--- config.mk ---
export PLATFORM = sky130hd
export DESIGN_NAME = plm_logic_modules
export DESIGN_NICKNAME = d
export VERILOG_FILES = /design/src/design/plm_pkg.sv /design/src/design/plm_logic_modules.sv
export SDC_FILE = /design/constraint.sdc
export NUM_CORES = 1
export LEC_CHECK = 0
export ABC_AREA = 0
export BUFFER_PORTS_ARGS = -buffer_cell sky130_fd_sc_hd__buf_2
export CAP_MARGIN = 40
export CORE_MARGIN = 10
export CORE_UTILIZATION = 35
export DETAILED_ROUTE_END_ITERATION = 6
export SLEW_MARGIN = 40
export SYNTH_ARGS = -nofsm -noshare
export SYNTH_HDL_FRONTEND = slang
export SYNTH_SLANG_ARGS = --single-unit
--- constraint.sdc ---
create_clock -name ref_clk_i -period 4.2 [get_ports ref_clk_i]
set_input_delay 0.21 -clock ref_clk_i [delete_from_list [all_inputs] [get_ports ref_clk_i]]
set_output_delay 0.21 -clock ref_clk_i [all_outputs]
set_load 0.05 [all_outputs]
--- src/design/plm_pkg.sv ---
package plm_pkg;
	// Mode codes as set by the configuration
	localparam logic [7:0] MODE_OFF = 8'h00;
	localparam logic [7:0] MODE_AND = 8'h01;
	localparam logic [7:0] MODE_OR = 8'h02;
	localparam logic [7:0] MODE_XOR = 8'h03;
	localparam logic [7:0] MODE_LATCH = 8'h0A;
	localparam logic [7:0] MODE_TOGGLE = 8'h14;
	localparam logic [7:0] MODE_DFF = 8'h1E;
	localparam int NUM_MODULES = 4;
	localparam int SEL_W = 4;
	localparam int EXT_W = 8;
	// Processing cycle
	localparam real CYCLE_MS = 16.0;
	localparam real CLK_HZ = 20.0e6;
	localparam int CYCLE_CLKS = int'(CYCLE_MS * 1.0e-3 * CLK_HZ);
	localparam logic [3:0] RST_OUT = 4'h0;
endpackage

--- src/design/plm_logic_modules.sv ---
`timescale 1ns/1ns
// Notes on behaviour
// - Latch mode: first high, second low drives output high.
// - Latch mode: both inputs low holds previous output.
// - Latch mode: second high, first low drives output low.
// - Latch mode: both high drives output low; clear dominates.
// - Toggle mode: output inverts on each rising edge of first input.
// - Toggle mode: steady or falling first input keeps output.
// - Toggle mode: second input ignored entirely.
// - Data mode: clock (second) low holds output regardless of data.
// - Data mode: rising second input copies first input to output.
// - Data mode: falling second input leaves output unchanged.
// - Mode zero holds output low.
// - Modes one to three give AND, OR and XOR.
// - Modules evaluated in ascending order each 16 ms cycle.
// - Two selectable inputs per module; outputs usable as sources.
module plm_logic_modules #(
	parameter int CYCLE_LEN = plm_pkg::CYCLE_CLKS
)(
	// Clock and reset
	input wire logic ref_clk_i,
	input wire logic nrst_i,
	// External digital inputs
	input wire logic [7:0] ext_in_i,
	// Per-module configuration, four modules packed
	input wire logic [31:0] mode_i,
	input wire logic [15:0] first_logic_input_sel_i,
	input wire logic [15:0] second_logic_input_sel_i,
	// Results
	output logic [3:0] mod_out_o,
	output logic cycle_done_o
);
	typedef enum logic [1:0] {ST_IDLE, ST_EVAL} plm_state_e;
	typedef struct packed {
		logic [7:0] sync1;
		logic [7:0] sync2;
		logic [7:0] sync3;
		logic [7:0] ext_val;
		logic [22:0] tick;
		plm_state_e state;
		logic [1:0] idx;
		logic [3:0] q;
		logic [3:0] prev1;
		logic [3:0] prev2;
		logic done;
	} plm_state_s;

	plm_state_s st_reg;
	plm_state_s st_next;

	// Source 0..7 external, 8..11 module outputs, others low
	function automatic logic plm_pick(input logic [3:0] sel, input logic [7:0] ext,
		input logic [3:0] q);
		logic v;
		v = 1'b0;
		if (sel < 4'h8)
			v = ext[sel[2:0]];
		else if (sel < 4'hC)
			v = q[sel[1:0]];
		return v;
	endfunction

	logic a;
	logic b;
	logic pa;
	logic pb;
	logic qc;
	logic qn;
	logic [7:0] md;

	always_comb
	begin
		st_next = st_reg;
		st_next.sync1 = ext_in_i;
		st_next.sync2 = st_reg.sync1;
		st_next.sync3 = st_reg.sync2;
		// Accept a change once second and third stages agree
		if (st_reg.sync2 == st_reg.sync3)
			st_next.ext_val = st_reg.sync3;
		st_next.done = 1'b0;
		md = mode_i[st_reg.idx*8 +: 8];
		a = plm_pick(first_logic_input_sel_i[st_reg.idx*4 +: 4], st_reg.ext_val, st_reg.q);
		b = plm_pick(second_logic_input_sel_i[st_reg.idx*4 +: 4], st_reg.ext_val, st_reg.q);
		pa = st_reg.prev1[st_reg.idx];
		pb = st_reg.prev2[st_reg.idx];
		qc = st_reg.q[st_reg.idx];
		qn = qc;
		case (md)
			plm_pkg::MODE_OFF: qn = 1'b0;
			plm_pkg::MODE_AND: qn = a & b;
			plm_pkg::MODE_OR: qn = a | b;
			plm_pkg::MODE_XOR: qn = a ^ b;
			plm_pkg::MODE_LATCH: qn = ~b & (a | qc);
			plm_pkg::MODE_TOGGLE: qn = qc ^ (a & ~pa);
			plm_pkg::MODE_DFF: qn = (b & ~pb) ? a : qc;
			default: qn = 1'b0;
		endcase
		case (st_reg.state)
			ST_IDLE:
			begin
				if (st_reg.tick >= 23'(CYCLE_LEN - 1))
				begin
					st_next.tick = '0;
					st_next.idx = 2'h0;
					st_next.state = ST_EVAL;
				end
				else
					st_next.tick = st_reg.tick + 23'h1;
			end
			ST_EVAL:
			begin
				// One module per clock, ascending, results visible to later ones
				st_next.q[st_reg.idx] = qn;
				st_next.prev1[st_reg.idx] = a;
				st_next.prev2[st_reg.idx] = b;
				st_next.tick = st_reg.tick + 23'h1;
				st_next.idx = st_reg.idx + 2'h1;
				if (st_reg.idx == 2'h3)
				begin
					st_next.state = ST_IDLE;
					st_next.done = 1'b1;
				end
			end
			default: st_next.state = ST_IDLE;
		endcase
	end

	always_ff @(posedge ref_clk_i or negedge nrst_i)
	begin
		if (!nrst_i)
		begin
			st_reg <= '0;
			st_reg.state <= ST_IDLE;
		end
		else
			st_reg <= st_next;
	end

	assign mod_out_o = st_reg.q;
	assign cycle_done_o = st_reg.done;

	a_off_low: assert property (@(posedge ref_clk_i) disable iff (!nrst_i)
		(st_reg.state == ST_EVAL && md == plm_pkg::MODE_OFF)
		|=> !st_reg.q[$past(st_reg.idx)])
		else $error("off mode output not low");
	a_and_result: assert property (@(posedge ref_clk_i) disable iff (!nrst_i)
		(st_reg.state == ST_EVAL && md == plm_pkg::MODE_AND)
		|=> st_reg.q[$past(st_reg.idx)] == $past(a & b))
		else $error("and result wrong");
	a_or_result: assert property (@(posedge ref_clk_i) disable iff (!nrst_i)
		(st_reg.state == ST_EVAL && md == plm_pkg::MODE_OR)
		|=> st_reg.q[$past(st_reg.idx)] == $past(a | b))
		else $error("or result wrong");
	a_latch_clear: assert property (@(posedge ref_clk_i) disable iff (!nrst_i)
		(st_reg.state == ST_EVAL && md == plm_pkg::MODE_LATCH && b)
		|=> !st_reg.q[$past(st_reg.idx)])
		else $error("latch clear not dominant");
	a_latch_reset: assert property (@(posedge ref_clk_i) disable iff (!nrst_i)
		(st_reg.state == ST_EVAL && md == plm_pkg::MODE_LATCH && !a && b)
		|=> !st_reg.q[$past(st_reg.idx)])
		else $error("latch reset failed");
	a_latch_set: assert property (@(posedge ref_clk_i) disable iff (!nrst_i)
		(st_reg.state == ST_EVAL && md == plm_pkg::MODE_LATCH && a && !b)
		|=> st_reg.q[$past(st_reg.idx)])
		else $error("latch set failed");
	a_latch_hold: assert property (@(posedge ref_clk_i) disable iff (!nrst_i)
		(st_reg.state == ST_EVAL && md == plm_pkg::MODE_LATCH && !a && !b)
		|=> st_reg.q == $past(st_reg.q))
		else $error("latch hold failed");
	a_toggle_edge: assert property (@(posedge ref_clk_i) disable iff (!nrst_i)
		(st_reg.state == ST_EVAL && md == plm_pkg::MODE_TOGGLE && a && !pa)
		|=> st_reg.q[$past(st_reg.idx)] != $past(qc))
		else $error("toggle missed edge");
	a_toggle_keep: assert property (@(posedge ref_clk_i) disable iff (!nrst_i)
		(st_reg.state == ST_EVAL && md == plm_pkg::MODE_TOGGLE && !(a && !pa))
		|=> st_reg.q == $past(st_reg.q))
		else $error("toggle changed without edge");
	a_dff_clock_low: assert property (@(posedge ref_clk_i) disable iff (!nrst_i)
		(st_reg.state == ST_EVAL && md == plm_pkg::MODE_DFF && !b)
		|=> st_reg.q == $past(st_reg.q))
		else $error("data output changed with clock low");
	a_dff_capture: assert property (@(posedge ref_clk_i) disable iff (!nrst_i)
		(st_reg.state == ST_EVAL && md == plm_pkg::MODE_DFF && b && !pb)
		|=> st_reg.q[$past(st_reg.idx)] == $past(a))
		else $error("data capture wrong");
	a_dff_hold: assert property (@(posedge ref_clk_i) disable iff (!nrst_i)
		(st_reg.state == ST_EVAL && md == plm_pkg::MODE_DFF && !(b && !pb))
		|=> st_reg.q == $past(st_reg.q))
		else $error("data output changed without edge");
	a_xor_result: assert property (@(posedge ref_clk_i) disable iff (!nrst_i)
		(st_reg.state == ST_EVAL && md == plm_pkg::MODE_XOR)
		|=> st_reg.q[$past(st_reg.idx)] == $past(a ^ b))
		else $error("xor result wrong");
	a_eval_order: assert property (@(posedge ref_clk_i) disable iff (!nrst_i)
		(st_reg.state == ST_EVAL && st_reg.idx == 2'h0) |=> st_reg.idx == 2'h1
		##1 st_reg.idx == 2'h2 ##1 st_reg.idx == 2'h3 ##1 st_reg.done)
		else $error("evaluation order broken");
	a_cycle_start: assert property (@(posedge ref_clk_i) disable iff (!nrst_i)
		(st_reg.state == ST_IDLE && st_reg.tick >= 23'(CYCLE_LEN - 1))
		|=> (st_reg.state == ST_EVAL && st_reg.idx == 2'h0))
		else $error("cycle did not start");
	a_idle_hold: assert property (@(posedge ref_clk_i) disable iff (!nrst_i)
		(st_reg.state == ST_IDLE)
		|=> st_reg.q == $past(st_reg.q))
		else $error("outputs changed between evaluations");
	a_done_pulse: assert property (@(posedge ref_clk_i) disable iff (!nrst_i)
		st_reg.done
		|=> !st_reg.done)
		else $error("cycle done longer than one clock");
	a_pick_module: assert property (@(posedge ref_clk_i) disable iff (!nrst_i)
		(st_reg.state == ST_EVAL && first_logic_input_sel_i[st_reg.idx*4+2 +: 2] == 2'h2)
		|-> a == st_reg.q[first_logic_input_sel_i[st_reg.idx*4 +: 2]])
		else $error("module output source wrong");
	a_pick_low: assert property (@(posedge ref_clk_i) disable iff (!nrst_i)
		(st_reg.state == ST_EVAL && second_logic_input_sel_i[st_reg.idx*4+2 +: 2] == 2'h3)
		|-> !b)
		else $error("unused source not low");
	a_prev_sample: assert property (@(posedge ref_clk_i) disable iff (!nrst_i)
		(st_reg.state == ST_EVAL) |=> (st_reg.prev1[$past(st_reg.idx)] == $past(a)
		&& st_reg.prev2[$past(st_reg.idx)] == $past(b)))
		else $error("previous samples not stored");
	a_reset_clear: assert property (@(posedge ref_clk_i)
		(!nrst_i ##1 !nrst_i) |-> (st_reg.q == plm_pkg::RST_OUT && st_reg.prev1 == 4'h0
		&& st_reg.prev2 == 4'h0 && !st_reg.done))
		else $error("reset did not clear state");
endmodule

# Word-level counts from Yosys, hierarchy flattened
# Index checks and enable logic that the tools add are counted.
[word_totals]
regBits = 72
out_inout_bits = 5
[op_classes]
bitwise_logic = 11
eq_ne = 11
shifts = 3
n_reduce_logical = 5
n_addsub = 2
mux = 33
order_cmp = 11
[op_table]
columns = ["operator", "n"]
rows = [
  ["$pmux 23 s2", 1],
  ["$shiftx 16x5->4", 2],
  ["$shiftx 32x6->8", 1],
  ["$add 23x1->23 const B", 1],
  ["$ge 23x19->1 const B", 1],
  ["$mux 23", 1],
  ["$eq 8x2->1 const B", 2],
  ["$eq 8x5->1 const B", 2],
  ["$lt 4x4->1 const B", 4],
  ["$mux 1", 15],
  ["$bwmux 4", 3],
  ["$bmux 1 s2", 5],
  ["$lt 2x3->1 const B", 3],
  ["$eq 8x1->1 const B", 1],
  ["$eq 8x4->1 const B", 1],
  ["$eq 8x8->1", 1],
  ["$lt 3x4->1 const B", 2],
  ["$pmux 2 s2", 2],
  ["$bmux 1 s3", 2],
  ["$pmux 1 s6", 1],
  ["$and 1x1->1", 4],
  ["$mux 4", 1],
  ["$ne 2x2->1 const B", 2],
  ["$reduce_and 2->1", 2],
  ["other kinds (12)", 16],
]

# Depth between registers and ports, before layout
# Gate-level depths: netlist of run 1.
[logic_depth]
depth_word = 9
depth_mapped = 13
ltp_nobuf = 11

# Worst setup path before layout of run 1
# No wires, ideal clock.
[synth_path]
path_type = "flip-flop to flip-flop"
startpoint = "reg st_reg[13] (netlist name)"
endpoint = "reg st_reg (netlist bit mod_out_o[0])"
slack_ns = 1.095
period_less_slack_ns = 3.105
required_time_ns = 4.065
arrival_time_ns = 2.970
path_stages_with_launch = 12
n_path_buf = 1
cell_sequence = "dfrtp_1 buf_6 mux4_1 mux2i_1 a22o_1 o32a_4 ha_1 mux2_2 a21oi_1 nor3b_1 nor4_1 a21oi_1"
[synth_via]
elab_chain_len = 9
word_cells_on_any_way = 50
[synth_lines]
columns = ["item", "line", "rtl"]
rows = [
  ["start: declaration", "plm_logic_modules.sv:48", "plm_state_s st_reg;"],
  ["start signal: assignment", "plm_logic_modules.sv:136", "st_reg <= st_next;"],
  ["branches (longest 8 deep; another with $lt 4x4->1)", "--", ""],
  ["$bwmux 4 (*)", "plm_logic_modules.sv:113", "st_next.q[st_reg.idx] = qn;"],
]
# Every way passes the cells marked *. The select of a mux whose other input is x is not followed.
# A chain may end at the register's enable or synchronous reset.

# Worst setup path after layout of run 1
[layout_path]
startpoint = "reg st_reg[13] (netlist name)"
endpoint = "reg st_reg (netlist bit mod_out_o[2])"
# The elaborated chain is that of the path after synthesis.

==> results by group, run 1 <==
CTS
  • Clock Sinks: 71
  • H-tree depth: 3
  • Post-CTS Resized: 0
  • Clk_lat worst skew: 0.34 ns
  • CTS root buf: clkbuf_8
  • CTS Buf Count: 9
  • Worst-path clk slew: 0.08 ns
  • CTS Buffer Depth: 2
  • CTS tree: done

Global route
  • Vias in the first global route: approximately 2.8k
  • Global Route Usage Sum: roughly an eighth
  • Antenna violations before repair: 0
  • First-pass GRT wire length: 14400 µm
  • GRT overflow: 0
  • Largest net degree at the start of global routing: 43

Logic synthesis
  • Post-synthesis cell type count: 44
  • Yosys top cell by area: dfrtp_1
  • Synthesized area: 3630 µm²
  • Syn Nets: 392
  • Synth Area per Inst: 11.7 µm²
  • Synth top area share: 48.9%
  • Async SR Flop Fraction: 100%
  • Synth Warn #: 0
  • Register area share after synthesis: approximately half
  • Synth Flop Type: dfrtp_1
  • Cells after Synth: between 300 and 400
  • Synth Register Bits: 71
  • Post-synth EDFFs: 0
  • Synth area leaders: dfrtp_1 (49%), mux4_2 (9.3%), xnor2_1 (3.9%), mux2_2 (3.7%), nor2_1 (3.3%)

Drt
  • Avg WL per Cell: 15.7 µm
  • Post-DRT Antenna Nets: 0
  • DR pass1 iterations: 4
  • DRT Wirelength: about 8500 µm
  • Via count: 2727
  • DRC viols: 0
  • Initial DRC Count: 126
  • Via density: a little over 5

Power
  • Overall Power: around 1.3 mW
  • Pint: 1.01 mW
  • Clk pwr share: 36.7%
  • Switching power total: 333 µW
  • Power density cells: 304 nW/µm²
  • Sw frac: 24.8%
  • Leakage: approximately 2.0 nW
  • Combinational power share: 9.4%
  • Sequential share of power: between 50% and 60%
  • Maximum vdd drop: 160 µV

Critical path
  • CP Class: flip-flop to flip-flop
  • CP startpoint kind: flip-flop
  • Crit path arrival time: 3.74 ns
  • Worst endpoint required time: approximately 4.4 ns
  • Worst-path cell chain: mux4_1, mux2i_1, a22o_1, o32a_4, ha_1, mux2_2, a21oi_1, nor3b_1, nor4_1, a21oi_1
  • Most common cell on crit path: a21oi_1
  • CP endpoint kind: flip-flop
  • CP peak stage delay: 0.76 ns
  • Worst-path fanout max: 9
  • Slowest cell on the critical path: mux4_1

Floorplanning
  • CORE AREA: 10200 µm²
  • DIE AREA: 14800 µm²
  • Die Height: 122 µm
  • DIE WIDTH: 122 µm
  • I/O Pins: 79
  • Initial Util: 35.5%
  • Row count: 37

Placement
  • Final RePlAce weighted congestion: 0.810
  • Place WS: 0.656 ns
  • Placed insts: 517
  • Port Buffers: 78
  • Placed wire-length estimate: 6590 µm

STA
  • Max Fclk: about 0.28 GHz
  • Slew margin rel.: between 50% and 60%
  • Hold Fails Final Rpt: 0
  • Final WS setup: between 0.6 and 0.7 ns
  • Final period utilization: between 80% and 90%
  • Crit path time final: approximately 3.5 ns
  • Slew Limit Fails: 0
  • Setup TNS: 0 ns
  • RSZ-0062 raised after global routing: false
  • Fin Clk Skew: 0.00991 ns
  • Final setup viols: 0
  • Tightest Pin Transition: between 0.6 and 0.7 ns

Cells and area
  • Nets: approximately 480
  • Post-route non-filler standard cell count: 542
  • Antenna cells: 0
  • Share of layout cells above drive strength 1: 32.0%
  • Area Overhead vs Synth: 21.7%
  • Max reg flops: 50

Run
  • # Max-Cap Violations: 0

Hold path
  • Hold Crit Class: flip-flop to flip-flop

Status
  • Status: finished, final reports clean
==> path summary, 6_finish.rpt <==
| path | cells past startpoint | to | from | slack (ns) |
|---|---|---|---|---|
| worst max-delay path | 10 | mod_out_o[2]$_DFFE_PN0P_ | st_reg[13]$_DFFE_PN0P_ | 0.67 |
| worst min-delay path | 0 | st_next[54]$_DFF_PN0_ | st_next[62]$_DFF_PN0_ | 0.34 |
| worst max register to register | 10 | mod_out_o[2]$_DFFE_PN0P_ | st_reg[13]$_DFFE_PN0P_ | 0.67 |
| worst min register to register | 0 | st_next[54]$_DFF_PN0_ | st_next[62]$_DFF_PN0_ | 0.34 |
| max in group asynchronous | 3 | mod_out_o[1]$_DFFE_PN0P_ | nrst_i | 2.79 |
| min in group asynchronous | 2 | st_next[54]$_DFF_PN0_ | nrst_i | 0.42 |
==> kinds of logic (layout without fill, tap and decap cells) <==
logic type	Yosys count	in the layout	synth area share [%]
compound gates	37	37	7.13
xor+xnor	29	29	7.00
fa+ha+maj	7	7	2.41
buf+inv	19	114	2.83
flops	71	71	48.9
mux	38	38	16.5
simple gates	110	110	15.2
==> power groups by stage <==
stage / sequential [mW] / combinational [mW] / clock [mW]
floorplan: 0.730 / 0.0637 / 0
global placement: 0.737 / 0.117 / 0
detailed placement: 0.738 / 0.121 / 0
CTS: 0.724 / 0.128 / 0.513
global route: 0.727 / 0.141 / 0.544
finish: 0.724 / 0.126 / 0.493
==> layer usage <==
| layer | up-vias | track usage (%) | routed length [µm] |
|---|---|---|---|
| met5 | - | 0 | 0 |
| met4 | 0 | 3.95 | 82 |
| met3 | 8 | 4.44 | 735 |
| met2 | 87 | 18.3 | 3850 |
| met1 | 1322 | 15.4 | 3860 |
| li1 | 1310 | - | - |
==> timing repair <==
action                    CTS  global route
setup buffers               0             0
hold buffers                9             0
hold endpoints to repair   37             0
==> stage by stage <==
step	hold slack (ns)	util, %	area [µm²]
2_1_floorplan	-0.0856	-	3630
3_3_place_gp	0.265	40.5	4150
3_5_place_dp	0.278	40.5	4150
4_1_cts	0.341	43.2	4420
5_1_grt	0.359	43.2	4420
6_report	0.339	43.2	4420
==> Yosys cell counts (2+ instances only) <==
library cell  count
and3_1            4
a21oi_1          11
buf_6             2
nor4_1            9
a22oi_1           2
buf_4             4
nand3_1          12
nand2b_1          4
nor3b_1           4
o22ai_1           3
clkbuf_1          3
inv_1             7
mux4_2           15
nand2_1          22
xor2_1           13
mux2_2           12
xnor2_1          16
nor3_1            6
nor2_1           32
nand4_1           5
nor2b_1           4
buf_1             2
mux2i_1          10
ha_1              7
or4_1             3
dfrtp_1          71
o21ai_0          11
==> final cells by class <==
class,count,area [µm²]
inverters,7,26.3
multi-input cells,221,1750
fillers,984,5810
clock buffers,10,138
repair buffers,91,510
clock inverters,6,45.0
well taps,136,170
flip-flops and latches,71,1780
==> cells in the final DEF (no fill, tap or decap), types with 2 or more instances in the layout <==
| cell | n |
|---|---|
| clkinvlp_4 | 3 |
| nand4_1 | 5 |
| dlygate4sd3_1 | 9 |
| o22ai_1 | 3 |
| nand3_1 | 12 |
| nor4_1 | 9 |
| a21oi_1 | 11 |
| and3_1 | 4 |
| mux4_2 | 15 |
| nor3_1 | 6 |
| o21ai_0 | 11 |
| or4_1 | 3 |
| nor2_1 | 32 |
| a22oi_1 | 2 |
| nor2b_1 | 4 |
| nand2b_1 | 4 |
| nor3b_1 | 4 |
| clkbuf_8 | 10 |
| xnor2_1 | 16 |
| ha_1 | 7 |
| mux2_2 | 12 |
| dfrtp_1 | 71 |
| inv_1 | 7 |
| buf_2 | 78 |
| mux2i_1 | 10 |
| buf_4 | 4 |
| xor2_1 | 13 |
| nand2_1 | 22 |
==> worst max-delay path, delay by kind of cell, from the launching register on <==
kind	cells	cell delay, ns
and+or+nand+nor	2	0.37
AOI/OAI and AO/OA	4	0.87
muxes	3	1.19
adders and majority gates	1	0.29
DFF	1	0.66
(Power assumes the default switching activity.)
==> run 2: changes to the inputs <==
clock period = 2.91 ns   (was 4.2 ns; I/O delays follow)
==> results by group, run 2 (synthesized netlist as in run 1, its figures left out) <==
Power
  • Switching power total: 470 µW
  • Power density cells: 448 nW/µm²
  • Leakage: 2.08 nW
  • Maximum vdd drop: 267 µV
  • Clk pwr share: 39.1%
  • Sequential share of power: 51.1%
  • Combinational power share: 9.8%
  • Pint: between 1.5 and 2 mW
  • Sw frac: roughly 23%

Placement
  • Port Buffers: 78
  • Placed wire-length estimate: 6680 µm
  • Placed insts: 527
  • Place WS: -0.163 ns
  • Final RePlAce weighted congestion: 0.917

STA
  • Final period utilization: 103%
  • RSZ-0062 raised after global routing: true
  • Max Fclk: 0.335 GHz
  • Slew Limit Fails: 0
  • Fin Clk Skew: approximately 0.0030 ns
  • Final setup viols: 3
  • Crit path time final: 2.98 ns
  • Final WS setup: -0.0748 ns
  • Slew margin rel.: between 50% and 60%
  • Hold Fails Final Rpt: 0
  • Tightest Pin Transition: 0.627 ns

CTS
  • CTS Buffer Depth: 2
  • CTS tree: done
  • Clk_lat worst skew: approximately 0.34 ns
  • H-tree depth: 3
  • Worst-path clk slew: approximately 0.07 ns
  • CTS Buf Count: 9
  • CTS root buf: clkbuf_8
  • Clock Sinks: 71

Floorplanning
  • CORE AREA: 10200 µm²
  • DIE AREA: 14800 µm²
  • Die Height: 122 µm
  • I/O Pins: 79
  • Initial Util: 35.5%
  • Row count: 37
  • DIE WIDTH: 122 µm

Critical path
  • Worst-path fanout max: 6
  • Crit path arrival time: 3.20 ns
  • Reg2Reg Depth: 10
  • Worst-path cell chain: mux4_2, mux2i_1, a22o_1, o32a_4, ha_4, mux2_4, a21oi_2, nor3b_2, nor4_1, a21oi_1
  • R2R setup slack: -0.07 ns
  • CP startpoint kind: flip-flop
  • RR Endpoint: mod_out_o[2]$_DFFE_PN0P_
  • CP Class: flip-flop to flip-flop
  • Worst endpoint required time: 3.13 ns
  • CP peak stage delay: about 0.60 ns
  • CP endpoint kind: flip-flop
  • Critical R2R Launch: st_reg[13]$_DFFE_PN0P_
  • Slowest cell on the critical path: mux4_2

Cells and area
  • Antenna cells: 0
  • Filler cell count: 955
  • Commonest cells after routing, fill and taps aside: buf_2 (77), dfrtp_1 (70), nor2_1 (32)
  • Nets: roughly 490
  • Area Overhead vs Synth: 25.7%
  • Post-route non-filler standard cell count: 554
  • Max reg flops: 50
  • Commonest non-fill, non-tap cell in the layout: buf_2
  • Share of layout cells above drive strength 1: a little over a third
  • Util after Layout: 44.6%

Drt
  • Via count: about 2.7k
  • DRT Wirelength: 8770 µm
  • DR pass1 iterations: 4
  • Post-DRT Antenna Nets: 0
  • Avg WL per Cell: 15.8 µm
  • Via density: 4.95
  • Initial DRC Count: between 150 and 200
  • DRC viols: 0

Global route
  • Vias in the first global route: 2974
  • Largest net degree at the start of global routing: 37
  • First-pass GRT wire length: 14900 µm
  • Global Route Usage Sum: 12.3%
  • GRT overflow: 0
  • Antenna violations before repair: 0

Status
  • Failing checks: setup timing
  • Status: complete, but fails checks

Hold path
  • Hold Crit Class: primary input to asynchronous set/reset pin

Run
  • # Max-Cap Violations: 0
==> run 2: cell type report <==
class / count / area [µm²] / share of cell area [%]
timing repair buffer: 103 / 607 / 13.3
sequential: 71 / 1780 / 39.0
multi-input combinational: 221 / 1780 / 38.9
clock inverter: 5 / 56.3 / 1.23
inverter: 7 / 26.3 / 0.576
clock buffer: 11 / 151 / 3.32
tap: 136 / 170 / 3.73
==> run 2: critical path: cells and delay by family, from the launching register on <==
kind,cells,cell delay [ns]
compound gates,4,0.85
fa+ha+maj,1,0.21
mux,3,1.00
flops,1,0.46
simple gates,2,0.33
==> run 2: per-stage QoR <==
stage | hold slack, ns | setup TNS, ns | instance area [µm²] | total power, mW
2_1_floorplan | -0.150 | -0.119 | 3660 | 1.15
3_3_place_gp | 0.255 | -0.398 | 4240 | 1.25
3_5_place_dp | 0.255 | -0.600 | 4240 | 1.25
4_1_cts | 0.351 | -0.215 | 4560 | 2.08
5_1_grt | 0.350 | -0.760 | 4560 | 2.14
6_report | 0.293 | -0.216 | 4560 | 2.05
==> run 2: worst max-delay path by stage <==
| stage | start | endpoint | slack (ns) |
|---|---|---|---|
| 6_report | st_reg[13]$_DFFE_PN0P_ | mod_out_o[2]$_DFFE_PN0P_ | -0.07 |
| 5_1_grt | st_reg[13]$_DFFE_PN0P_ | mod_out_o[3]$_DFFE_PN0P_ | -0.22 |
| 4_1_cts | st_reg[13]$_DFFE_PN0P_ | mod_out_o[1]$_DFFE_PN0P_ | -0.08 |
| 3_5_place_dp | st_reg[13]$_DFFE_PN0P_ | mod_out_o[1]$_DFFE_PN0P_ | -0.16 |
| 3_3_place_gp | st_reg[13]$_DFFE_PN0P_ | mod_out_o[0]$_DFFE_PN0P_ | -0.11 |
| 2_1_floorplan | st_reg[13]$_DFFE_PN0P_ | mod_out_o[0]$_DFFE_PN0P_ | -0.03 |
==> run 2: timing repair <==
action                                  in CTS  in global routing
setup buffers                                2                  0
endpoints found under the setup margin       4                  4
hold buffers                                 9                  0
resized for setup                            1                  1
cloned                                       0                  0
pin swaps                                    1                  3
endpoints found under the hold margin       42                  0
==> run 2: layer usage <==
metal	share of wire, %	track usage (%)	wire, µm
met3	8.0	3.79	701
met4	1.6	4.69	138
met1	45	15.5	3900
met5	0	0	0
met2	46	19.5	4030
==> run 2: power groups by stage <==
stage          combinational, mW  sequential, mW  clock, mW
3_5_place_dp               0.189            1.07          0
6_report                   0.199            1.05      0.800
3_3_place_gp               0.183            1.06          0
4_1_cts                    0.202            1.05      0.830
2_1_floorplan             0.0959            1.05          0
5_1_grt                    0.222            1.05      0.866
==> run 3: changes to the inputs <==
REMOVE_ABC_BUFFERS = 1   (was not set)
==> results by group, run 3 (synthesized netlist as in run 1, its figures left out) <==
Floorplanning
  • DIE WIDTH: approximately 120 µm
  • Initial Util: 35.5%
  • CORE AREA: 10200 µm²
  • Die Height: 122 µm
  • Row count: 37
  • DIE AREA: 14800 µm²
  • I/O Pins: 79

Drt
  • DRC viols: 0
  • Initial DRC Count: 114
  • Via density: 4.99
  • DRT Wirelength: 8810 µm
  • Avg WL per Cell: between 15 and 20 µm
  • DR pass1 iterations: 4
  • Via count: 2782
  • Post-DRT Antenna Nets: 0

Critical path
  • RR Endpoint: mod_out_o[2]$_DFFE_PN0P_
  • Worst endpoint required time: 3.13 ns
  • Reg2Reg Depth: 12
  • Crit path arrival time: approximately 3.2 ns
  • Setup crit start: st_reg[13]$_DFFE_PN0P_
  • R2R setup slack: -0.10 ns
  • Crit path to: mod_out_o[2]$_DFFE_PN0P_
  • CP Class: flip-flop to flip-flop
  • CP startpoint kind: flip-flop
  • CP endpoint kind: flip-flop
  • Critical R2R Launch: st_reg[13]$_DFFE_PN0P_
  • Worst-path fanout max: 6

STA
  • Slew Limit Fails: 0
  • Final period utilization: 104%
  • Minimum hold slack: ~0.33 ns
  • Max Fclk: 0.332 GHz
  • Tightest Pin Transition: ~0.64 ns
  • Hold Fails Final Rpt: 0
  • Slew margin rel.: about 57%
  • Final WS setup: -0.104 ns
  • RSZ-0062 raised after global routing: true
  • Crit path time final: 3.01 ns
  • Fin Clk Skew: 0.0110 ns
  • Final setup viols: 3
  • Setup TNS: -0.281 ns

Run
  • # Max-Cap Violations: 0

Power
  • Maximum vdd drop: 297 µV
  • Leakage: 2.10 nW
  • Overall Power: 2.04 mW
  • Power density cells: 440 nW/µm²

CTS
  • CTS root buf: clkbuf_8
  • CTS Buf Count: 9
  • CTS tree: done
  • Clk_lat worst skew: 0.34 ns
  • H-tree depth: 3
  • Clock Sinks: 71
  • CTS Buffer Depth: 2
  • Worst-path clk slew: approximately 0.08 ns

Placement
  • Placed wire-length estimate: 6730 µm
  • Placed Area: 4240 µm²
  • Placed insts: 530
  • Final RePlAce weighted congestion: 0.896
  • Port Buffers: approximately 80

Cells and area
  • Max reg flops: 50
  • Design area: 4640 µm²
  • Commonest non-fill, non-tap cell in the layout: buf_2
  • Share of layout cells above drive strength 1: a little under two fifths
  • Area Overhead vs Synth: 27.9%
  • Antenna cells: 0
  • Nets: roughly 500
  • Commonest cells after routing, fill and taps aside: buf_2 (78), dfrtp_1 (70), nor2_1 (32)
  • Post-route non-filler standard cell count: roughly 560

Global route
  • Vias in the first global route: 2984
  • Largest net degree at the start of global routing: 29
  • Global Route Usage Sum: 12.2%
  • First-pass GRT wire length: between 10000 and 15000 µm
  • GRT overflow: 0
  • Antenna violations before repair: 0

Status
  • Failing checks: setup timing
  • Status: complete, but fails checks

Hold path
  • Hold Crit Class: primary input to asynchronous set/reset pin
==> run 3: layer usage <==
metal / share of wire (%) / vias up / track usage, %
met1: 43 / 1347 / 15.2
li1: - / 1337 / -
met4: 1.9 / 0 / 4.92
met3: 8.0 / 14 / 4.30
met2: 47 / 84 / 18.9
met5: 0 / - / 0
==> run 3: final cells by class <==
class,count,area [µm²]
well taps,136,170
clock buffers,12,155
multi-input cells,221,1830
flip-flops and latches,71,1780
fillers,936,5590
clock inverters,3,42.5
inverters,7,26.3
repair buffers,107,643
==> run 3: repair_timing <==
action	CTS	global route
hold buffers	9	0
endpoints found under the setup margin	4	4
pin swaps	12	3
resized for setup	10	10
setup buffers	2	1
endpoints found under the hold margin	34	0
==> run 3: report_power, final <==
| part | switching, mW | internal [mW] | leakage (nW) | total (mW) |
|---|---|---|---|---|
| logic | 0.0882 | 0.120 | 1.13 | 0.209 |
| clock network | 0.350 | 0.437 | 0.0985 | 0.787 |
| registers | 0.0295 | 1.02 | 0.876 | 1.05 |
| total | 0.467 | 1.58 | 2.10 | 2.04 |
==> run 3: worst max-delay path, stage by stage, from the launching register on <==
cell and delay [ns]:
dfrtp_2 0.44, buf_12 0.14, mux4_2 0.63, mux2i_2 0.27
a221oi_2 0.11, a22oi_2 0.22, inv_1 0.08, ha_2 0.17
mux2_4 0.28, a21oi_4 0.14, nor3b_4 0.07, nor4_1 0.23
a21oi_1 0.11
==> run 3: worst min-delay path by stage <==
| stage | end | slack [ns] |
|---|---|---|
| 6_report | st_reg[43]$_DFFE_PN0N_ | 0.33 |
| 5_1_grt | st_next[54]$_DFF_PN0_ | 0.36 |
| 4_1_cts | st_next[62]$_DFF_PN0_ | 0.34 |
| 3_5_place_dp | st_next[62]$_DFF_PN0_ | 0.18 |
| 3_3_place_gp | st_next[62]$_DFF_PN0_ | 0.18 |
| 2_1_floorplan | cycle_done_o$_DFF_PN0_ | -0.15 |
==> run 3: through the flow <==
stage,util (%),setup WS [ns]
2_1_floorplan,-,-0.775
3_5_place_dp,41.5,-0.356
5_1_grt,45.4,-0.227
4_1_cts,44.7,-0.145
6_report,45.4,-0.104
3_3_place_gp,41.5,-0.234
